[src/rtl/bdv_pkg.sv]
package bdv_pkg;

  // Transfer codes.
  localparam logic [2:0] BDV_TC_USER_DATA  = 3'h0;
  localparam logic [2:0] BDV_TC_RESERVED   = 3'h1;
  localparam logic [2:0] BDV_TC_USER_INSN  = 3'h2;
  localparam logic [2:0] BDV_TC_USER_COF   = 3'h3;
  localparam logic [2:0] BDV_TC_SUPV_DATA  = 3'h4;
  localparam logic [2:0] BDV_TC_SUPV_VECT  = 3'h5;
  localparam logic [2:0] BDV_TC_SUPV_INSN  = 3'h6;
  localparam logic [2:0] BDV_TC_SUPV_COF   = 3'h7;
  localparam int         BDV_TC_SUPV_BIT   = 2;

  // Processor status codes.
  localparam logic [3:0] BDV_PST_STALL0    = 4'h0;
  localparam logic [3:0] BDV_PST_STALL1    = 4'h1;
  localparam logic [3:0] BDV_PST_EXCEPT    = 4'h2;
  localparam logic [3:0] BDV_PST_RSVD3     = 4'h3;
  localparam logic [3:0] BDV_PST_LOWPWR    = 4'h4;
  localparam logic [3:0] BDV_PST_STALL5    = 4'h5;
  localparam logic [3:0] BDV_PST_DEBUG     = 4'h6;
  localparam logic [3:0] BDV_PST_RSVD7     = 4'h7;
  localparam logic [3:0] BDV_PST_LAUNCH    = 4'h8;
  localparam logic [3:0] BDV_PST_MULTI     = 4'h9;
  localparam logic [3:0] BDV_PST_ACCEL     = 4'hA;
  localparam logic [3:0] BDV_PST_LITERAL   = 4'hB;
  localparam logic [3:0] BDV_PST_COF       = 4'hC;
  localparam logic [3:0] BDV_PST_RTE       = 4'hD;
  localparam logic [3:0] BDV_PST_RSVDE     = 4'hE;
  localparam logic [3:0] BDV_PST_INDIRECT  = 4'hF;

  // Emulation chip select codes.
  localparam logic [1:0] BDV_CSE_MODREG    = 2'h3;
  localparam logic [1:0] BDV_CSE_PORTREG   = 2'h2;
  localparam logic [1:0] BDV_CSE_INTERNAL  = 2'h1;
  localparam logic [1:0] BDV_CSE_EXTERNAL  = 2'h0;

  // Bus monitor limits in system clocks, selected by a two-bit field.
  localparam logic [6:0] BDV_LIMIT_8       = 7'h08;
  localparam logic [6:0] BDV_LIMIT_16      = 7'h10;
  localparam logic [6:0] BDV_LIMIT_32      = 7'h20;
  localparam logic [6:0] BDV_LIMIT_64      = 7'h40;
  localparam logic [6:0] BDV_CNT_ONE       = 7'h01;
  localparam logic [6:0] BDV_CNT_ZERO      = 7'h00;

  // Kind of access presented by the core.
  typedef enum logic [1:0] {
    BDV_ACC_INSN = 2'h0,
    BDV_ACC_DATA = 2'h1,
    BDV_ACC_VECT = 2'h2
  } bdv_access_type;

  // Cycle attributes that travel together.
  typedef struct packed {
    logic           supervisor;
    bdv_access_type kind;
    logic           cof;
    logic           literal_load;
    logic [1:0]     size;
    logic           write;
    logic [1:0]     chip_select;
  } bdv_cycle_type;

  // Configuration bits.
  typedef struct packed {
    logic       emulation_mode;
    logic       show_cycle_enable;
    logic       strobe_as_gpio;
    logic       status_pins_enable;
    logic [2:0] transfer_code_pin_assign;
    logic [1:0] monitor_timeout_select;
    logic       monitor_external_enable;
    logic       monitor_debug_disable;
  } bdv_config_type;

  function automatic logic [6:0] bdv_limit(input logic [1:0] sel);
    unique case (sel)
      2'h0:    bdv_limit = BDV_LIMIT_8;
      2'h1:    bdv_limit = BDV_LIMIT_16;
      2'h2:    bdv_limit = BDV_LIMIT_32;
      default: bdv_limit = BDV_LIMIT_64;
    endcase
  endfunction

endpackage

[src/rtl/bdv_bus_monitor.sv]
`timescale 1ns/1ps
module bdv_bus_monitor
  import bdv_pkg::*;
(
  input  wire logic       clk_i,
  input  wire logic       rst_i,
  input  wire logic       cycle_start_i,
  input  wire logic       cycle_active_i,
  input  wire logic       cycle_external_i,
  input  wire logic       transfer_ack_i,
  input  wire logic       debug_mode_i,
  input  wire logic [1:0] timeout_select_i,
  input  wire logic       external_enable_i,
  input  wire logic       debug_disable_i,
  output logic            timeout_o
);

  logic [6:0] count_reg;
  logic       watch;

  assign watch = (!cycle_external_i || external_enable_i)
                 && !(debug_disable_i && debug_mode_i);

  // Each external half of a split access arrives as its own start.
  always_ff @(posedge clk_i) begin
    if (rst_i) begin
      count_reg <= BDV_CNT_ZERO;
    end else if (cycle_start_i) begin
      count_reg <= BDV_CNT_ONE;
    end else if (cycle_active_i && watch && !transfer_ack_i
                 && count_reg != bdv_limit(timeout_select_i)) begin
      count_reg <= count_reg + BDV_CNT_ONE;
    end else if (!cycle_active_i) begin
      count_reg <= BDV_CNT_ZERO;
    end
  end

  // Single pulse when the count stands one below the limit, whether or not acknowledge arrives.
  assign timeout_o = cycle_active_i && watch && !cycle_start_i
                     && count_reg == bdv_limit(timeout_select_i)
                     - BDV_CNT_ONE;
endmodule

[src/rtl/bdv_debug_visibility.sv]
`timescale 1ns/1ps
module bdv_debug_visibility
  import bdv_pkg::*;
(
  input  wire logic           clk_i,
  input  wire logic           rst_i,
  input  bdv_config_type      config_i,
  input  wire logic           cycle_start_i,
  input  bdv_cycle_type       cycle_i,
  input  wire logic           cycle_external_i,
  input  wire logic           ack_i,
  input  wire logic           error_ack_i,
  input  wire logic [31:0]    read_data_i,
  input  wire logic [31:0]    write_data_i,
  input  wire logic [3:0]     status_i,
  input  wire logic           gpio_out_i,
  input  wire logic           gpio_oe_i,
  input  wire logic           strobe_pin_i,
  output logic                gpio_in_o,
  output logic                show_strobe_n_o,
  output logic                show_strobe_oe_o,
  output logic [2:0]          transfer_code_o,
  output logic [2:0]          transfer_code_oe_o,
  output logic [1:0]          transfer_size_o,
  output logic                write_o,
  output logic [1:0]          emulation_chip_select_o,
  output logic [3:0]          processor_status_bits_o,
  output logic                status_pins_oe_o,
  output logic [31:0]         data_o,
  output logic                data_oe_o,
  output logic                output_enable_n_o,
  output logic [3:0]          byte_enable_n_o,
  output logic                cycle_done_o,
  output logic                cycle_error_o
);

  typedef enum logic [2:0] {
    BDV_IDLE = 3'b001,
    BDV_WAIT = 3'b010,
    BDV_DATA = 3'b100
  } bdv_state_type;

  bdv_state_type state_reg;
  bdv_state_type state_next;
  bdv_cycle_type attr_reg;
  logic          ext_reg;
  logic          show_reg;
  logic          strobe_n_reg;
  logic [31:0]   data_reg;
  logic          data_oe_reg;
  logic          timeout;
  logic          active;
  logic          terminate;
  logic          show_en;
  logic          emu_pins;

  function automatic logic [2:0] tc_encode(input bdv_cycle_type c);
    logic [2:0] code;
    code = BDV_TC_USER_DATA;
    unique case (c.kind)
      BDV_ACC_VECT: code = BDV_TC_SUPV_VECT;
      BDV_ACC_INSN: code = c.cof ? BDV_TC_USER_COF : BDV_TC_USER_INSN;
      BDV_ACC_DATA: code = c.literal_load ? BDV_TC_USER_INSN
                                          : BDV_TC_USER_DATA;
      default:      code = BDV_TC_USER_DATA;
    endcase
    // The supervisor flag only ever adds the top bit.
    if (c.supervisor || c.kind == BDV_ACC_VECT) begin
      code[BDV_TC_SUPV_BIT] = 1'b1;
    end
    tc_encode = code;
  endfunction

  assign active   = state_reg == BDV_WAIT;
  assign show_en  = config_i.emulation_mode
                    || config_i.show_cycle_enable;
  assign emu_pins = config_i.emulation_mode;

  bdv_bus_monitor u_monitor (
    .clk_i             (clk_i),
    .rst_i             (rst_i),
    .cycle_start_i     (cycle_start_i),
    .cycle_active_i    (active),
    .cycle_external_i  (ext_reg),
    .transfer_ack_i    (ack_i),
    .debug_mode_i      (status_i == BDV_PST_DEBUG),
    .timeout_select_i  (config_i.monitor_timeout_select),
    .external_enable_i (config_i.monitor_external_enable),
    .debug_disable_i   (config_i.monitor_debug_disable),
    .timeout_o         (timeout)
  );

  assign terminate = active && (ack_i || error_ack_i || timeout);

  // Error wins over acknowledge; the monitor never raises an interrupt.
  assign cycle_done_o  = terminate && !(error_ack_i || timeout);
  assign cycle_error_o = active && (error_ack_i || timeout);

  always_comb begin
    state_next = state_reg;
    unique case (state_reg)
      BDV_IDLE: if (cycle_start_i) state_next = BDV_WAIT;
      BDV_WAIT: if (terminate) state_next = BDV_DATA;
      BDV_DATA: state_next = cycle_start_i ? BDV_WAIT : BDV_IDLE;
      default:  state_next = BDV_IDLE;
    endcase
  end

  always_ff @(posedge clk_i) begin
    if (rst_i) begin
      state_reg <= BDV_IDLE;
    end else begin
      state_reg <= state_next;
    end
  end

  always_ff @(posedge clk_i) begin
    if (rst_i) begin
      attr_reg <= '0;
      ext_reg  <= 1'b0;
      show_reg <= 1'b0;
    end else if (cycle_start_i) begin
      attr_reg <= cycle_i;
      ext_reg  <= cycle_external_i;
      show_reg <= !cycle_external_i && show_en;
    end
  end

  // Low for the whole external or shown cycle, high once data stands: one pulse per such cycle.
  always_ff @(posedge clk_i) begin
    if (rst_i) begin
      strobe_n_reg <= 1'b1;
    end else if (cycle_start_i && (cycle_external_i || show_en)) begin
      strobe_n_reg <= 1'b0;
    end else if (terminate) begin
      strobe_n_reg <= 1'b1;
    end
  end

  // Show data appears the clock after the internal cycle ends. It is
  // released after that one clock so a following read never meets it.
  always_ff @(posedge clk_i) begin
    if (rst_i) begin
      data_reg    <= '0;
      data_oe_reg <= 1'b0;
    end else if (terminate && (show_reg || ext_reg)) begin
      data_reg    <= attr_reg.write ? write_data_i : read_data_i;
      data_oe_reg <= show_reg || attr_reg.write;
    end else if (state_reg == BDV_DATA) begin
      data_oe_reg <= 1'b0;
    end
  end

  assign show_strobe_n_o  = config_i.strobe_as_gpio && !emu_pins
                            ? gpio_out_i : strobe_n_reg;
  assign show_strobe_oe_o = config_i.strobe_as_gpio && !emu_pins
                            ? gpio_oe_i : 1'b1;
  assign gpio_in_o        = strobe_pin_i;

  assign transfer_code_o    = tc_encode(attr_reg);
  assign transfer_code_oe_o = emu_pins ? 3'h7
                              : config_i.transfer_code_pin_assign;
  assign transfer_size_o    = attr_reg.size;
  assign write_o            = attr_reg.write;
  assign emulation_chip_select_o = ext_reg ? BDV_CSE_EXTERNAL
                                   : attr_reg.chip_select;

  // Status codes pass straight from the core as already encoded.
  assign processor_status_bits_o = status_i;
  assign status_pins_oe_o = emu_pins || config_i.status_pins_enable;

  assign data_o            = data_reg;
  assign data_oe_o         = data_oe_reg;
  assign output_enable_n_o = !(active && ext_reg && !attr_reg.write);
  assign byte_enable_n_o   = (active && ext_reg) ? 4'h0 : 4'hF;
endmodule

[config.mk]
export PLATFORM = sky130hd
export DESIGN_NAME = bdv_debug_visibility
export DESIGN_NICKNAME = d
export VERILOG_FILES = /design/src/rtl/bdv_pkg.sv /design/src/rtl/bdv_bus_monitor.sv /design/src/rtl/bdv_debug_visibility.sv
export SDC_FILE = /design/constraint.sdc
export NUM_CORES = 1
export LEC_CHECK = 0
export BUFFER_PORTS_ARGS = -buffer_cell sky130_fd_sc_hd__buf_2
export CORE_MARGIN = 4
export CORE_UTILIZATION = 46
export CTS_BUF_LIST = sky130_fd_sc_hd__clkbuf_16
export DETAILED_ROUTE_END_ITERATION = 6
export GPL_TIMING_DRIVEN = 0
export PLACE_DENSITY = 0.77
export SKIP_CTS_REPAIR_TIMING = 1
export SYNTH_ARGS = -nofsm -noshare
export SYNTH_HDL_FRONTEND = slang
export SYNTH_SLANG_ARGS = --single-unit
[constraint.sdc]
create_clock -name clk_i -period 2.4 [get_ports clk_i]
set_input_delay 0.36 -clock clk_i [delete_from_list [all_inputs] [get_ports clk_i]]
set_output_delay 0.36 -clock clk_i [all_outputs]
set_load 0.05 [all_outputs]
# ---- Word-level counts from Yosys, hierarchy flattened
# Cells that the tools add are included.
dict set report totals {
  register_bits 56
  in_bits 98
  output_inout_bits 59
  wordCells 96
}
dict set report classes {
  add_sub_neg 2
  eq_ne 14
  muxes 24
  reduce_logical 41
}
# operator n
set op_table {}
lappend op_table {{32-bit two-way mux} 1}
lappend op_table {{7-bit two-way mux} 4}
lappend op_table {{7-bit one-hot mux with 3 select lines} 1}
lappend op_table {{3-bit one-hot mux with 3 select lines} 2}
lappend op_table {{1-bit logical AND} 16}
lappend op_table {{1-bit logical OR} 10}
lappend op_table {{1-bit zero test} 9}
lappend op_table {{1-bit two-way mux} 9}
lappend op_table {{3-bit two-way mux} 3}
lappend op_table {{7-bit by 1-bit adder with 7-bit output (second input constant)} 1}
lappend op_table {{7-bit equality test} 1}
lappend op_table {{7-bit inequality test} 1}
lappend op_table {{7-bit by 1-bit subtractor with 7-bit output (second input constant)} 1}
lappend op_table {{2-bit two-way mux} 3}
lappend op_table {{2-bit by 1-bit equality test with 1-bit output (second input constant)} 2}
lappend op_table {{2-bit equality test (second input constant)} 2}
lappend op_table {{4-bit by 3-bit equality test with 1-bit output (second input constant)} 1}
lappend op_table {{2-bit zero test} 2}
lappend op_table {{4-bit two-way mux} 1}
lappend op_table {{2-bit by 1-bit inequality test with 1-bit output (second input constant)} 2}
lappend op_table {{2-bit nonzero test} 2}
lappend op_table {{3-bit by 1-bit equality test with 1-bit output (second input constant)} 1}
lappend op_table {{3-bit by 2-bit equality test with 1-bit output (second input constant)} 1}
lappend op_table {{3-bit equality test (second input constant)} 1}
lappend op_table {{other kinds (4)} 4}

# ---- Logic depth before layout (Yosys ltp)
# Gate-level depths: netlist of run 1.
dict set report logic_depth {
  depth_word 11
  mapped_depth 8
  ltp_nobuf 6
}

# ---- Cells and area by module
# From an unflattened synthesis of run 1, not the netlist that was laid out.
dict set report hier_totals {
  hier_cells 325
  area_unflattened_um2 3200.6
}
# module instances cells_each area_per_inst_um2 seq_area_each_um2
set modules_own_cells {}
lappend modules_own_cells {bdv_debug_visibility 1 249 2548.7 980.9}
lappend modules_own_cells {bdv_bus_monitor 1 76 651.9 140.1}

# ---- Worst setup path before layout of run 1
# No wires, ideal clock.
dict set report synth_path {
  kind {input to output}
  from {input config_i[3] (netlist bit)}
  to {output cycle_done_o}
  arrival_ns 2.034
  required_ns 2.040
  path_slack_ns 0.006
  path_stages 6
  path_buffers 1
  cell_sequence {buf_2 > xnor2_1 > o211ai_2 > nand2_1 > nor2_1 > nor3_1}
}
dict set report synth_via {
  elab_chain_cells 8
  word_cells_on_any_way 12
  cone_classes {add/sub (1); eq/ne (3); mux (1); reduce/logical (7)}
}
# element line
set synth_lines {}
lappend synth_lines {{start, declared} bdv_debug_visibility.sv:7} ;# input bdv_config_type config_i,
lappend synth_lines {{2-bit equality test, or another cell as far along} bdv_pkg.sv:77} ;# unique case (sel)
lappend synth_lines {{7-bit one-hot mux with 3 select lines *} bdv_pkg.sv:77}
lappend synth_lines {{7-bit by 1-bit subtractor with 7-bit output *} bdv_bus_monitor.sv:41} ;# - BDV_CNT_ONE;
lappend synth_lines {{7-bit equality test *} bdv_bus_monitor.sv:40} ;# && count_reg == bdv_limit(timeout_select_i)
lappend synth_lines {{1-bit logical AND *} bdv_bus_monitor.sv:40}
lappend synth_lines {{1-bit logical OR, on equally long branches} {bdv_debug_visibility.sv:93, bdv_debug_visibility.sv:96}}
lappend synth_lines {{1-bit logical AND or 1-bit zero test (tied branches)} {bdv_debug_visibility.sv:93, bdv_debug_visibility.sv:96}}
lappend synth_lines {{1-bit logical AND *} bdv_debug_visibility.sv:96} ;# assign cycle_done_o = terminate && !(error_ack_i || timeout);
lappend synth_lines {{end, declared} bdv_debug_visibility.sv:33} ;# output logic cycle_done_o,
# Every way passes the cells marked *; elsewhere a longest branch is shown, timed or not.

# ---- Final worst setup path of run 1
dict set report layout_path {
  from {register u_monitor.count_reg[5]}
  to {output cycle_error_o}
}
dict set report layout_via {
  elab_chain_cells 4
}
# element line
set layout_lines {}
lappend layout_lines {{start, declared} bdv_bus_monitor.sv:18} ;# logic [6:0] count_reg;
lappend layout_lines {{start signal, assigned} bdv_bus_monitor.sv:32} ;# count_reg <= count_reg + BDV_CNT_ONE;
lappend layout_lines {{7-bit equality test} bdv_bus_monitor.sv:40}
lappend layout_lines {{1-bit logical AND} bdv_bus_monitor.sv:40}
lappend layout_lines {{1-bit logical OR} bdv_debug_visibility.sv:97} ;# assign cycle_error_o = active && (error_ack_i || timeout);
lappend layout_lines {{1-bit logical AND} bdv_debug_visibility.sv:97}
lappend layout_lines {{end, declared} bdv_debug_visibility.sv:34} ;# output logic cycle_error_o
# No other way between the ends.

==> qor.txt, run 1 <==
OUTCOME
----------------------------------------------------------------------------------
Run status                                                               completed

LOGIC SYNTHESIS
----------------------------------------------------------------------------------
Complex-gate fraction of the synthesized area                                26.4%
Most used standard cell by instance count after synthesis             sky130_fd_sc_hd__dfxtp_1
Post-synthesis instance area                                           0.00311 mm²
Synth warn                                                                       0
Most used standard cells in the synthesized netlist                   sky130_fd_sc_hd__dfxtp_1 (56), sky130_fd_sc_hd__mux2i_1 (43), sky130_fd_sc_hd__a21oi_1 (38)
Post-synthesis simple-gate area fraction                                     12.1%
Number of flops mapped to enable cells by yosys                                  0
Synth Area in XOR/XNOR                                                       1.69%
Most area-hungry cell type in the Yosys netlist                       sky130_fd_sc_hd__dfxtp_1
Post-synthesis instance total                                                  322
Total of flip-flops plus latches after synthesis                                56
Prevailing post-synth register cell                                   sky130_fd_sc_hd__dfxtp_1
Share of flip-flops with an asynchronous set or reset                           0%
Mean instance size in the synthesized netlist                             9.66 µm²
Post-Syn Nets                                                                  422
Mux contribution to synthesized area                                         14.2%
Synth area leaders                                                    sky130_fd_sc_hd__dfxtp_1 (36%), sky130_fd_sc_hd__mux2i_1 (14%), sky130_fd_sc_hd__a211oi_2 (11%)
Area share of the leading cell type in the synthesized netlist               36.1%
Fraction of the mapped netlist area in adder cells                          0.805%
Unique cell type count in the Yosys netlist                                     50
Combinational family with the most area after synthesis               compound AO/OA/AOI/OAI gates
Sequential cell area fraction in the yosys report                            36.1%

CLOCK NETWORK
----------------------------------------------------------------------------------
Clock transition at path regs                                                80 ps
CTS H-Tree Depth                                                                 2
TritonCTS Buffers                                                                5
TritonCTS clock tree                                                          done
Clock buffer depth                                                               2
Master cell of the clock root buffer                                  sky130_fd_sc_hd__clkbuf_16
Clock latency on the worst-skew pair                                        290 ps
Count of clock tree sinks                                                       56

FLOORPLAN
----------------------------------------------------------------------------------
Starting utilization of the core area                                        48.1%
DIE AREA                                                               0.00814 mm²
Number of rows in the core area                                                 29
Die height                                                                 90.2 µm
Placeable core region                                                  0.00646 mm²
Chip Width                                                                 90.2 µm
I/O pin count                                                                  157

SETUP PATH
----------------------------------------------------------------------------------
Worst endpoint required time                                               2040 ps
Critical Path Slowest Stage Cell                                      sky130_fd_sc_hd__or4_4
Maximum fanout encountered on the critical timing path                           9
Critical path startpoint                                              u_monitor.count_reg[5]$_SDFFE_PP0P_
Start-to-end type of the worst setup path                               reg -> out
R2R cell count                                                                   7
Destination of the worst register-to-register timing path             data_o[3]$_SDFFE_PP0P_
Max incr delay on CP                                                        510 ps
Critical Path AT                                                           1930 ps
Capturing instance or port of the critical path                       cycle_error_o
Kind of start point of the critical path                                  register
CP Cell Sequence                                                      buf_6 > or4_4 > o211ai_2 > nand2_1 > nor2_1 > o21a_1 > clkbuf_4
Endpoint type of the worst setup path                                 primary output
Flop2flop setup slack                                                       370 ps
Crit Reg-Reg Startpoint                                               u_monitor.count_reg[5]$_SDFFE_PP0P_

PWR
----------------------------------------------------------------------------------
Maximum vdd ir drop                                                         314 µV
Total power                                                                2.12 mW
Cell Pwr Density                                                        510 mW/mm²
Static leakage power                                                       1.84 nW

STA
----------------------------------------------------------------------------------
Fmax                                                                     0.437 GHz
Count of final setup violators                                                   0
Final period util                                                            95.3%
Setup clock skew after layout                                              9.90 ps
Clock period minus worst slack                                             2290 ps
RSZ-0062 raised after global routing                                            no
Worst slew pin tran                                                         733 ps
Max transition margin                                                        51.1%
Pins Over Slew Limit                                                             0
Final hold slack                                                            302 ps
Worst path setup slack after routing                                        114 ps
Hold Vio Cnt, Final                                                              0

PLACE
----------------------------------------------------------------------------------
Routability-driven placement congestion ratio                                0.856
Placement-stage cell area                                              0.00398 mm²
Post-Place Worst Slack                                                      203 ps
Port Buffers                                                                   154
HPWL after detailed placement                                              6600 µm
Cells after DPL                                                                553

FINAL LAYOUT
----------------------------------------------------------------------------------
Final design instance area without fill                                0.00415 mm²
Layout net count                                                               583
Share of final-layout standard cells stronger than drive strength 1          47.9%
Filler cell count                                                              567
Number of flip-flops in the largest register                                    32
Antenna diode count                                                              0
Area growth from synthesis to final layout                                   33.6%
Non-filler cells, final                                                        561

GLOBAL ROUTING
----------------------------------------------------------------------------------
Antenna violations before repair                                                 0
Via count of the first global-routing pass                                    3021
Pin count of the biggest net entering global routing                            20
Global route overflow                                                            0
Total global-route track usage                                               20.1%
Global-route wire length before repair                                    14000 µm

RUN
----------------------------------------------------------------------------------
Max cap viols                                                                    0

DETAILED ROUTING
----------------------------------------------------------------------------------
Aggregate routed wire length                                               8340 µm
Drt first pass iters                                                             4
Wire per inst                                                              14.9 µm
ANT nets after route                                                             0
DRC viols                                                                        0
Initial DRC Count                                                               71
Ratio of routed vias to standard cells                                        5.31
Count of vias placed by the detailed router                                   2978

HOLD PATH
----------------------------------------------------------------------------------
Instance count along the most critical hold path                                 3
Min-delay worst type                                                     in -> reg

-- cells in the final DEF, fill, tap and decap left out, types with 2 or more instances in the layout --
master,synthesis,routed
sky130_fd_sc_hd__buf_2,7,160
sky130_fd_sc_hd__dfxtp_1,56,56
sky130_fd_sc_hd__mux2i_1,43,43
sky130_fd_sc_hd__a21oi_1,38,38
sky130_fd_sc_hd__a211oi_2,28,28
sky130_fd_sc_hd__nor2_1,20,20
sky130_fd_sc_hd__nand2b_1,10,10
sky130_fd_sc_hd__buf_4,10,10
sky130_fd_sc_hd__nand2_1,9,9
sky130_fd_sc_hd__or2_2,8,8
sky130_fd_sc_hd__inv_1,7,7
sky130_fd_sc_hd__buf_6,7,7
sky130_fd_sc_hd__clkbuf_1,8,7
sky130_fd_sc_hd__a211oi_1,5,5
sky130_fd_sc_hd__clkbuf_16,0,5
sky130_fd_sc_hd__xnor2_1,4,4
sky130_fd_sc_hd__nor3_1,4,4
sky130_fd_sc_hd__a21o_1,4,4
sky130_fd_sc_hd__nand3_1,4,4
sky130_fd_sc_hd__nor2b_1,3,3
sky130_fd_sc_hd__buf_1,3,3
sky130_fd_sc_hd__o211ai_1,3,3
sky130_fd_sc_hd__o21ai_0,3,3
sky130_fd_sc_hd__xor2_1,2,2
sky130_fd_sc_hd__o21a_1,2,2
sky130_fd_sc_hd__a31oi_1,2,2
sky130_fd_sc_hd__o221ai_1,2,2
sky130_fd_sc_hd__a21oi_2,2,2
sky130_fd_sc_hd__and3_1,2,2
sky130_fd_sc_hd__a22o_1,2,2
sky130_fd_sc_hd__a2111oi_0,2,2
sky130_fd_sc_hd__ha_1,2,2
-- logic make-up (layout without fill, tap and decap cells) --
family	count (synthesis)	after routing
and+or+nand+nor	70	70
buffers and inverters	43	205
AOI/OAI and AO/OA	101	101
DFF	56	56
xor gates and xnor gates	6	6
adders and majority gates	2	2
muxes	44	44
-- worst max-delay path, delay by kind of cell, from the launching register on --
kind / cells / cell delay [ps]
and+or+nand+nor: 3 / 740
buffers and inverters: 2 / 350
DFF: 1 / 310
AOI/OAI and AO/OA: 2 / 230
-- power by group --
group          switching (mW)  internal, mW
Clock                   0.350         0.397
Sequential             0.0156         0.950
Combinational           0.245         0.162
Total                   0.610          1.51
-- how the worst min path moves through the flow --
stage | start | to | slack, ps
after floorplan | attr_reg[0]$_SDFFE_PP0P_ | attr_reg[0]$_SDFFE_PP0P_ | 450
after global placement | attr_reg[1]$_SDFFE_PP0P_ | attr_reg[1]$_SDFFE_PP0P_ | 470
after detailed placement | data_oe_o$_SDFFE_PP0P_ | data_oe_o$_SDFFE_PP0P_ | 480
after CTS | cycle_i[2] | write_o$_SDFFE_PP0P_ | 300
after global routing | cycle_i[1] | attr_reg[1]$_SDFFE_PP0P_ | 320
final | cycle_i[2] | write_o$_SDFFE_PP0P_ | 300
-- area by class of cell --
type	count	area [µm²]	area share, %
Sequential cell	56	1120	27.0
Timing Repair Buffer	154	773	18.6
Inverter	7	26.3	0.633
Multi-Input combinational cell	223	1740	41.8
Buffer	36	246	5.93
Tap cell	77	96.3	2.32
Clock buffer	5	125	3.01
Clock inverter	3	27.5	0.663
-- per-layer routing --
metal / vias to the layer above / GRT usage (%) / share of wire, %
li1: 1483 / - / -
met1: 1381 / 23.3 / 41
met2: 110 / 36.6 / 51
met3: 4 / 6.34 / 7.8
met4: 0 / 3.83 / 0.53
met5: - / 0 / 0
-- per-stage QoR --
stage	utilization, %	TNS [ps]
global placement	61.6	0
finish	64.3	0
CTS	63.9	-89.0
global route	64.3	0
floorplan	-	0
detailed placement	61.6	0
Note: power is estimated with default switching activity, not from simulation.
==> run 2, diff against run 1 <==
- clock period: 2.4 -> 2.5 ns (I/O delays scaled with it)
==> run 2 against run 1 <==
Against the previous run:
- via count down 0.27%
- sequential power down 4.0%
- clock skew is 0.54 ps lower
- largest cell class unchanged
- worst hold slack gained 14 ps
==> qor.txt, run 2 (same netlist as run 1, synthesis figures left out) <==
STA
----------------------------------------------------------------------------------
Fmax                                                                     0.426 GHz
Count of final setup violators                                                   0   unchanged
Setup clock skew after layout                                              9.36 ps   -0.537 ps
Max transition margin                                                        51.1%   about the same
Final hold slack                                                            316 ps   +13.5 ps
RSZ-0062 raised after global routing                                            no
Final-layout setup total negative slack                                       0 ps   unchanged
Worst slew pin tran                                                         733 ps   +0.00149 ps
Final period util                                                            93.9%
Pins Over Slew Limit                                                             0   unchanged
Clock period minus worst slack                                             2350 ps
Hold Vio Cnt, Final                                                              0   unchanged
Worst path setup slack after routing                                        152 ps   +38.3 ps

CLOCK NETWORK
----------------------------------------------------------------------------------
Clock buffer depth                                                               2   unchanged
CTS H-Tree Depth                                                                 2   unchanged
Count of clock tree sinks                                                       56   unchanged
Master cell of the clock root buffer                                  sky130_fd_sc_hd__clkbuf_16
TritonCTS clock tree                                                          done
TritonCTS Buffers                                                                5   unchanged
Clock transition at path regs                                                80 ps   about the same
Clock latency on the worst-skew pair                                        300 ps   about the same

GLOBAL ROUTING
----------------------------------------------------------------------------------
Via count of the first global-routing pass                                    3021   unchanged
Total global-route track usage                                               20.1%   unchanged
Antenna violations before repair                                                 0   unchanged
Global-route wire length before repair                                    14000 µm   unchanged
Pin count of the biggest net entering global routing                            20   unchanged
Global route overflow                                                            0   unchanged

PWR
----------------------------------------------------------------------------------
Static leakage power                                                       1.84 nW   about the same
Maximum vdd ir drop                                                         301 µV   -3.9%
Total power                                                                2.03 mW   -4.0%
Cell Pwr Density                                                        492 mW/mm²   -3.6%

FLOORPLAN
----------------------------------------------------------------------------------
Number of rows in the core area                                                 29   unchanged
DIE AREA                                                               0.00814 mm²   unchanged
Starting utilization of the core area                                        48.1%   unchanged
I/O pin count                                                                  157   unchanged
Placeable core region                                                  0.00646 mm²   unchanged
Chip Width                                                                 90.2 µm   unchanged
Die height                                                                 90.2 µm   unchanged

HOLD PATH
----------------------------------------------------------------------------------
Min-delay worst type                                                     in -> reg
Startpoint of the worst hold path                                       cycle_i[2]

DETAILED ROUTING
----------------------------------------------------------------------------------
Ratio of routed vias to standard cells                                        5.29   -0.27%
Count of vias placed by the detailed router                                   2970   -0.27%
DRC viols                                                                        0   unchanged
Wire per inst                                                              14.8 µm   -0.58%
ANT nets after route                                                             0   unchanged
Aggregate routed wire length                                               8290 µm   -0.58%
Initial DRC Count                                                               74   +4.2%
Drt first pass iters                                                             4   unchanged

PLACE
----------------------------------------------------------------------------------
HPWL after detailed placement                                              6600 µm   unchanged
Post-Place Worst Slack                                                      288 ps   +85.0 ps
Placement-stage cell area                                              0.00398 mm²   unchanged
Routability-driven placement congestion ratio                                0.856   unchanged
Cells after DPL                                                                553   unchanged
Port Buffers                                                                   154   unchanged

FINAL LAYOUT
----------------------------------------------------------------------------------
Share of final-layout standard cells stronger than drive strength 1          47.9%   unchanged
Final standard cell utilization of the core                                  64.0%   -0.27 points
Number of flip-flops in the largest register                                    32   unchanged
Final design instance area without fill                                0.00414 mm²   -0.42%
Most common library cell in the layout ignoring fill and taps         sky130_fd_sc_hd__buf_2
Non-filler cells, final                                                        561   unchanged
Highest-count cells in the layout ignoring fill and taps              sky130_fd_sc_hd__buf_2 (161), sky130_fd_sc_hd__dfxtp_1 (56), sky130_fd_sc_hd__mux2i_1 (43)
Layout net count                                                               583   unchanged
Antenna diode count                                                              0   unchanged
Area growth from synthesis to final layout                                   33.0%

SETUP PATH
----------------------------------------------------------------------------------
Endpoint type of the worst setup path                                 primary output
Kind of start point of the critical path                                  register
Critical Path Slowest Stage Cell                                      sky130_fd_sc_hd__nor3b_2
Maximum fanout encountered on the critical timing path                          10   +1
Worst endpoint required time                                               2120 ps   +80 ps
CP Cell Sequence                                                      nor3b_2 > clkbuf_2 > nand2_1 > or2_2 > buf_2
Critical path startpoint                                              state_reg[2]$_SDFFE_PP0P_
Critical Path AT                                                           1970 ps   +40 ps
Max incr delay on CP                                                        360 ps   -150 ps
Crit Reg-Reg Startpoint                                               u_monitor.count_reg[5]$_SDFFE_PP0P_
Start-to-end type of the worst setup path                               reg -> out

OUTCOME
----------------------------------------------------------------------------------
Run status                                                               completed

RUN
----------------------------------------------------------------------------------
Max cap viols                                                                    0   unchanged

## run 2: cell count changes in the layout (fill, tap and decap cells not counted)
cell,delta
sky130_fd_sc_hd__buf_2,+1
sky130_fd_sc_hd__nor3b_2,+1
sky130_fd_sc_hd__nor4_4,-1
sky130_fd_sc_hd__clkbuf_4,-1
sky130_fd_sc_hd__nor4_2,+1
sky130_fd_sc_hd__nor3b_4,-1
## run 2: area by class of cell
| type | count | area [µm²] |
|---|---|---|
| clock inverters | 3 | 27.5 |
| plain buffers | 36 | 246 |
| inverters | 7 | 26.3 |
| flip-flops and latches | 56 | 1120 |
| well taps | 77 | 96.3 |
| fillers | 569 | 2320 |
| repair buffers | 154 | 771 |
| clock buffers | 5 | 125 |
| multi-input cells | 223 | 1720 |
## run 2: report_power, final
| part | switching, mW | internal, mW | total (mW) |
|---|---|---|---|
| Combinational | 0.234 | 0.155 | 0.389 |
| Sequential | 0.0145 | 0.912 | 0.926 |
| Clock | 0.338 | 0.381 | 0.718 |
## run 2: worst paths after layout
check	endpoint	slack (ps)	cells past startpoint
hold / removal	write_o$_SDFFE_PP0P_	320	3
hold reg to reg	data_oe_o$_SDFFE_PP0P_	480	2
setup reg to reg	data_o[3]$_SDFFE_PP0P_	470	7
setup / recovery	output_enable_n_o	150	5
## run 2: per-layer routing
metal  wire (µm)  share of wire, %  global-route usage, %
met1        3440                41                   23.3
met2        4150                50                   36.6
met3         658               7.9                   6.34
met4          44              0.53                   3.83
met5           0                 0                      0
## run 2: worst max-delay path: cells and delay by family, from the launching register on
kind / cells / cell delay, ps
buffers and inverters: 2 / 500
DFF: 1 / 340
and+or+nand+nor: 3 / 820
==> run 3, diff against run 2 <==
--- a/config.mk
+++ b/config.mk
@@ -18 +18,2 @@
 export SYNTH_SLANG_ARGS = --single-unit
+export TNS_END_PERCENT = 1
==> constraint.sdc (replaced) <==
create_clock -name clk_i -period 2.5 [get_ports clk_i]
set_input_delay 0.5 -clock clk_i [delete_from_list [all_inputs] [get_ports clk_i]]
set_output_delay 0.5 -clock clk_i [all_outputs]
set_load 0.05 [all_outputs]
==> run 3 against run 2 <==
Against the previous run:
- global-route usage is 0.41 points lower
- sequential power hardly changed
- combinational power hardly changed
- critical path type unchanged
==> qor.txt, run 3 (same netlist as run 1, synthesis figures left out) <==
OUTCOME
----------------------------------------------------------------------------------
Run status                                                               completed

PWR
----------------------------------------------------------------------------------
Sequential cell fraction of total power                                      45.9%   +0.4 points
Total power                                                                2.02 mW   -0.66%
Cell Pwr Density                                                        486 mW/mm²   -1.3%
Proportion of power drawn by combinational gates                             19.4%   +0.3 points
Sw power                                                                  0.578 mW   -1.3%
Maximum vdd ir drop                                                         347 µV   +15%
Part of the power in the clock network                                       34.7%   -0.6 points
Static leakage power                                                       1.84 nW   +0.11%
Switching fraction of total power                                            28.6%   -0.19 points
Internal power component                                                   1.44 mW   -0.39%

FLOORPLAN
----------------------------------------------------------------------------------
Chip Width                                                                 90.2 µm   unchanged
Number of rows in the core area                                                 29   unchanged
Starting utilization of the core area                                        48.1%   unchanged
DIE AREA                                                               0.00814 mm²   unchanged
Placeable core region                                                  0.00646 mm²   unchanged
I/O pin count                                                                  157   unchanged
Die height                                                                 90.2 µm   unchanged

RUN
----------------------------------------------------------------------------------
Max cap viols                                                                    0   unchanged

CLOCK NETWORK
----------------------------------------------------------------------------------
TritonCTS Buffers                                                                5   unchanged
Clock buffer depth                                                               2   unchanged
TritonCTS clock tree                                                          done
Master cell of the clock root buffer                                  sky130_fd_sc_hd__clkbuf_16
CTS H-Tree Depth                                                                 2   unchanged
Clock latency on the worst-skew pair                                        290 ps   about the same
Count of clock tree sinks                                                       56   unchanged
Clock transition at path regs                                                70 ps   about the same

STA
----------------------------------------------------------------------------------
Final-layout setup total negative slack                                       0 ps   unchanged
RSZ-0062 raised after global routing                                            no
Final period util                                                            96.0%   +2.1 points
Clock period minus worst slack                                             2400 ps   +52.5 ps
Worst path setup slack after routing                                       99.5 ps   -52.5 ps
Count of final setup violators                                                   0   unchanged
Fmax                                                                     0.417 GHz   -2.2%
Worst slew pin tran                                                         715 ps   -17.9 ps
Max transition margin                                                        52.3%   +1.2 points
Pins Over Slew Limit                                                             0   unchanged
Setup clock skew after layout                                              4.96 ps   -4.40 ps
Final hold slack                                                            446 ps   +130 ps
Hold Vio Cnt, Final                                                              0   unchanged

FINAL LAYOUT
----------------------------------------------------------------------------------
Total area of multi-input combinational cells                          0.00175 mm²   +1.3%
Number of flip-flops in the largest register                                    32   unchanged
Antenna diode count                                                              0   unchanged
Seq. cell area                                                         0.00112 mm²   unchanged
Layout net count                                                               583   unchanged
Share of final-layout standard cells stronger than drive strength 1          48.3%   +0.41 points
Final standard cell utilization of the core                                  64.4%   +0.39 points
Non-filler cells, final                                                        561   unchanged
Area growth from synthesis to final layout                                   33.8%
Filler cell count                                                              520   -8.6%
Final design instance area without fill                                0.00416 mm²   +0.60%
Highest-count cells in the layout ignoring fill and taps              sky130_fd_sc_hd__buf_2 (160), sky130_fd_sc_hd__dfxtp_1 (56), sky130_fd_sc_hd__mux2i_1 (43)
Most common library cell in the layout ignoring fill and taps         sky130_fd_sc_hd__buf_2

SETUP PATH
----------------------------------------------------------------------------------
Endpoint type of the worst setup path                                 primary output
Destination of the worst register-to-register timing path             data_o[6]$_SDFFE_PP0P_
Kind of start point of the critical path                                  register
R2R cell count                                                                   7   unchanged
Critical Path AT                                                           1900 ps   -70 ps
Flop2flop setup slack                                                       500 ps   +30 ps
Maximum fanout encountered on the critical timing path                          10   unchanged
Crit Reg-Reg Startpoint                                               u_monitor.count_reg[5]$_SDFFE_PP0P_
Worst endpoint required time                                               2000 ps   -120 ps
Start-to-end type of the worst setup path                               reg -> out

GLOBAL ROUTING
----------------------------------------------------------------------------------
Pin count of the biggest net entering global routing                            19   -5.0%
Total global-route track usage                                               19.7%   -0.41 points
Antenna violations before repair                                                 0   unchanged
Global route overflow                                                            0   unchanged
Via count of the first global-routing pass                                    2953   -2.3%
Global-route wire length before repair                                    13700 µm   -2.0%

HOLD PATH
----------------------------------------------------------------------------------
Instance count along the most critical hold path                                 3   unchanged
Min-delay worst type                                                     in -> reg
Startpoint of the worst hold path                                       cycle_i[8]
Worst hold endpoint                                                   attr_reg[8]$_SDFFE_PP0P_

PLACE
----------------------------------------------------------------------------------
Placement-stage cell area                                              0.00398 mm²   +0.13%
Routability-driven placement congestion ratio                                0.900   +5.2%
Port Buffers                                                                   154   unchanged
Post-Place Worst Slack                                                    -34.0 ps   -322 ps
HPWL after detailed placement                                              6420 µm   -2.8%
Cells after DPL                                                                553   unchanged

DETAILED ROUTING
----------------------------------------------------------------------------------
Initial DRC Count                                                               50   -32%
ANT nets after route                                                             0   unchanged
Aggregate routed wire length                                               8190 µm   -1.1%
Wire per inst                                                              14.6 µm   -1.1%
Count of vias placed by the detailed router                                   2977   +0.24%
DRC viols                                                                        0   unchanged
Drt first pass iters                                                             4   unchanged
Ratio of routed vias to standard cells                                        5.31   +0.24%

## run 3: routing by layer
| layer | vias to the layer above | share of wire, % | wire length [µm] | global-route usage (%) |
|---|---|---|---|---|
| met5 | - | 0 | 0 | 0 |
| met4 | 0 | 0.35 | 29 | 3.44 |
| met3 | 2 | 7.5 | 613 | 5.84 |
| met2 | 107 | 48 | 3960 | 35.1 |
| met1 | 1376 | 44 | 3590 | 23.8 |
| li1 | 1492 | - | - | - |
## run 3: power by group through the flow
| stage | Combinational (mW) | Sequential, mW | Clock [mW] |
|---|---|---|---|
| 2_1_floorplan | 0.239 | 0.963 | 0 |
| 3_3_place_gp | 0.385 | 0.946 | 0 |
| 3_5_place_dp | 0.392 | 0.947 | 0 |
| 4_1_cts | 0.394 | 0.927 | 0.714 |
| 5_1_grt | 0.426 | 0.930 | 0.751 |
| 6_report | 0.392 | 0.927 | 0.701 |
## run 3: final cells by class
cell class	count	share of cell area, %
plain buffers	36	5.98
clock buffers	5	3.01
clock inverters	3	0.511
inverters	7	0.631
multi-input cells	223	41.9
flip-flops and latches	56	26.9
well taps	77	2.32
repair buffers	154	18.7
## run 3: critical path, stage by stage, from the launching register on
cell	delay [ps]
sky130_fd_sc_hd__dfxtp_1	340
sky130_fd_sc_hd__buf_2	250
sky130_fd_sc_hd__buf_1	540
sky130_fd_sc_hd__or2_2	220
sky130_fd_sc_hd__buf_2	250
## run 3: worst max-delay path by stage
stage	startpoint	end	cells past startpoint
after floorplan	state_reg[2]$_SDFFE_PP0P_	output_enable_n_o	4
after global routing	state_reg[1]$_SDFFE_PP0P_	output_enable_n_o	5
after detailed placement	config_i[3]	cycle_error_o	8
after CTS	state_reg[1]$_SDFFE_PP0P_	output_enable_n_o	5
after global placement	config_i[3]	cycle_error_o	8
final	write_o$_SDFFE_PP0P_	output_enable_n_o	4
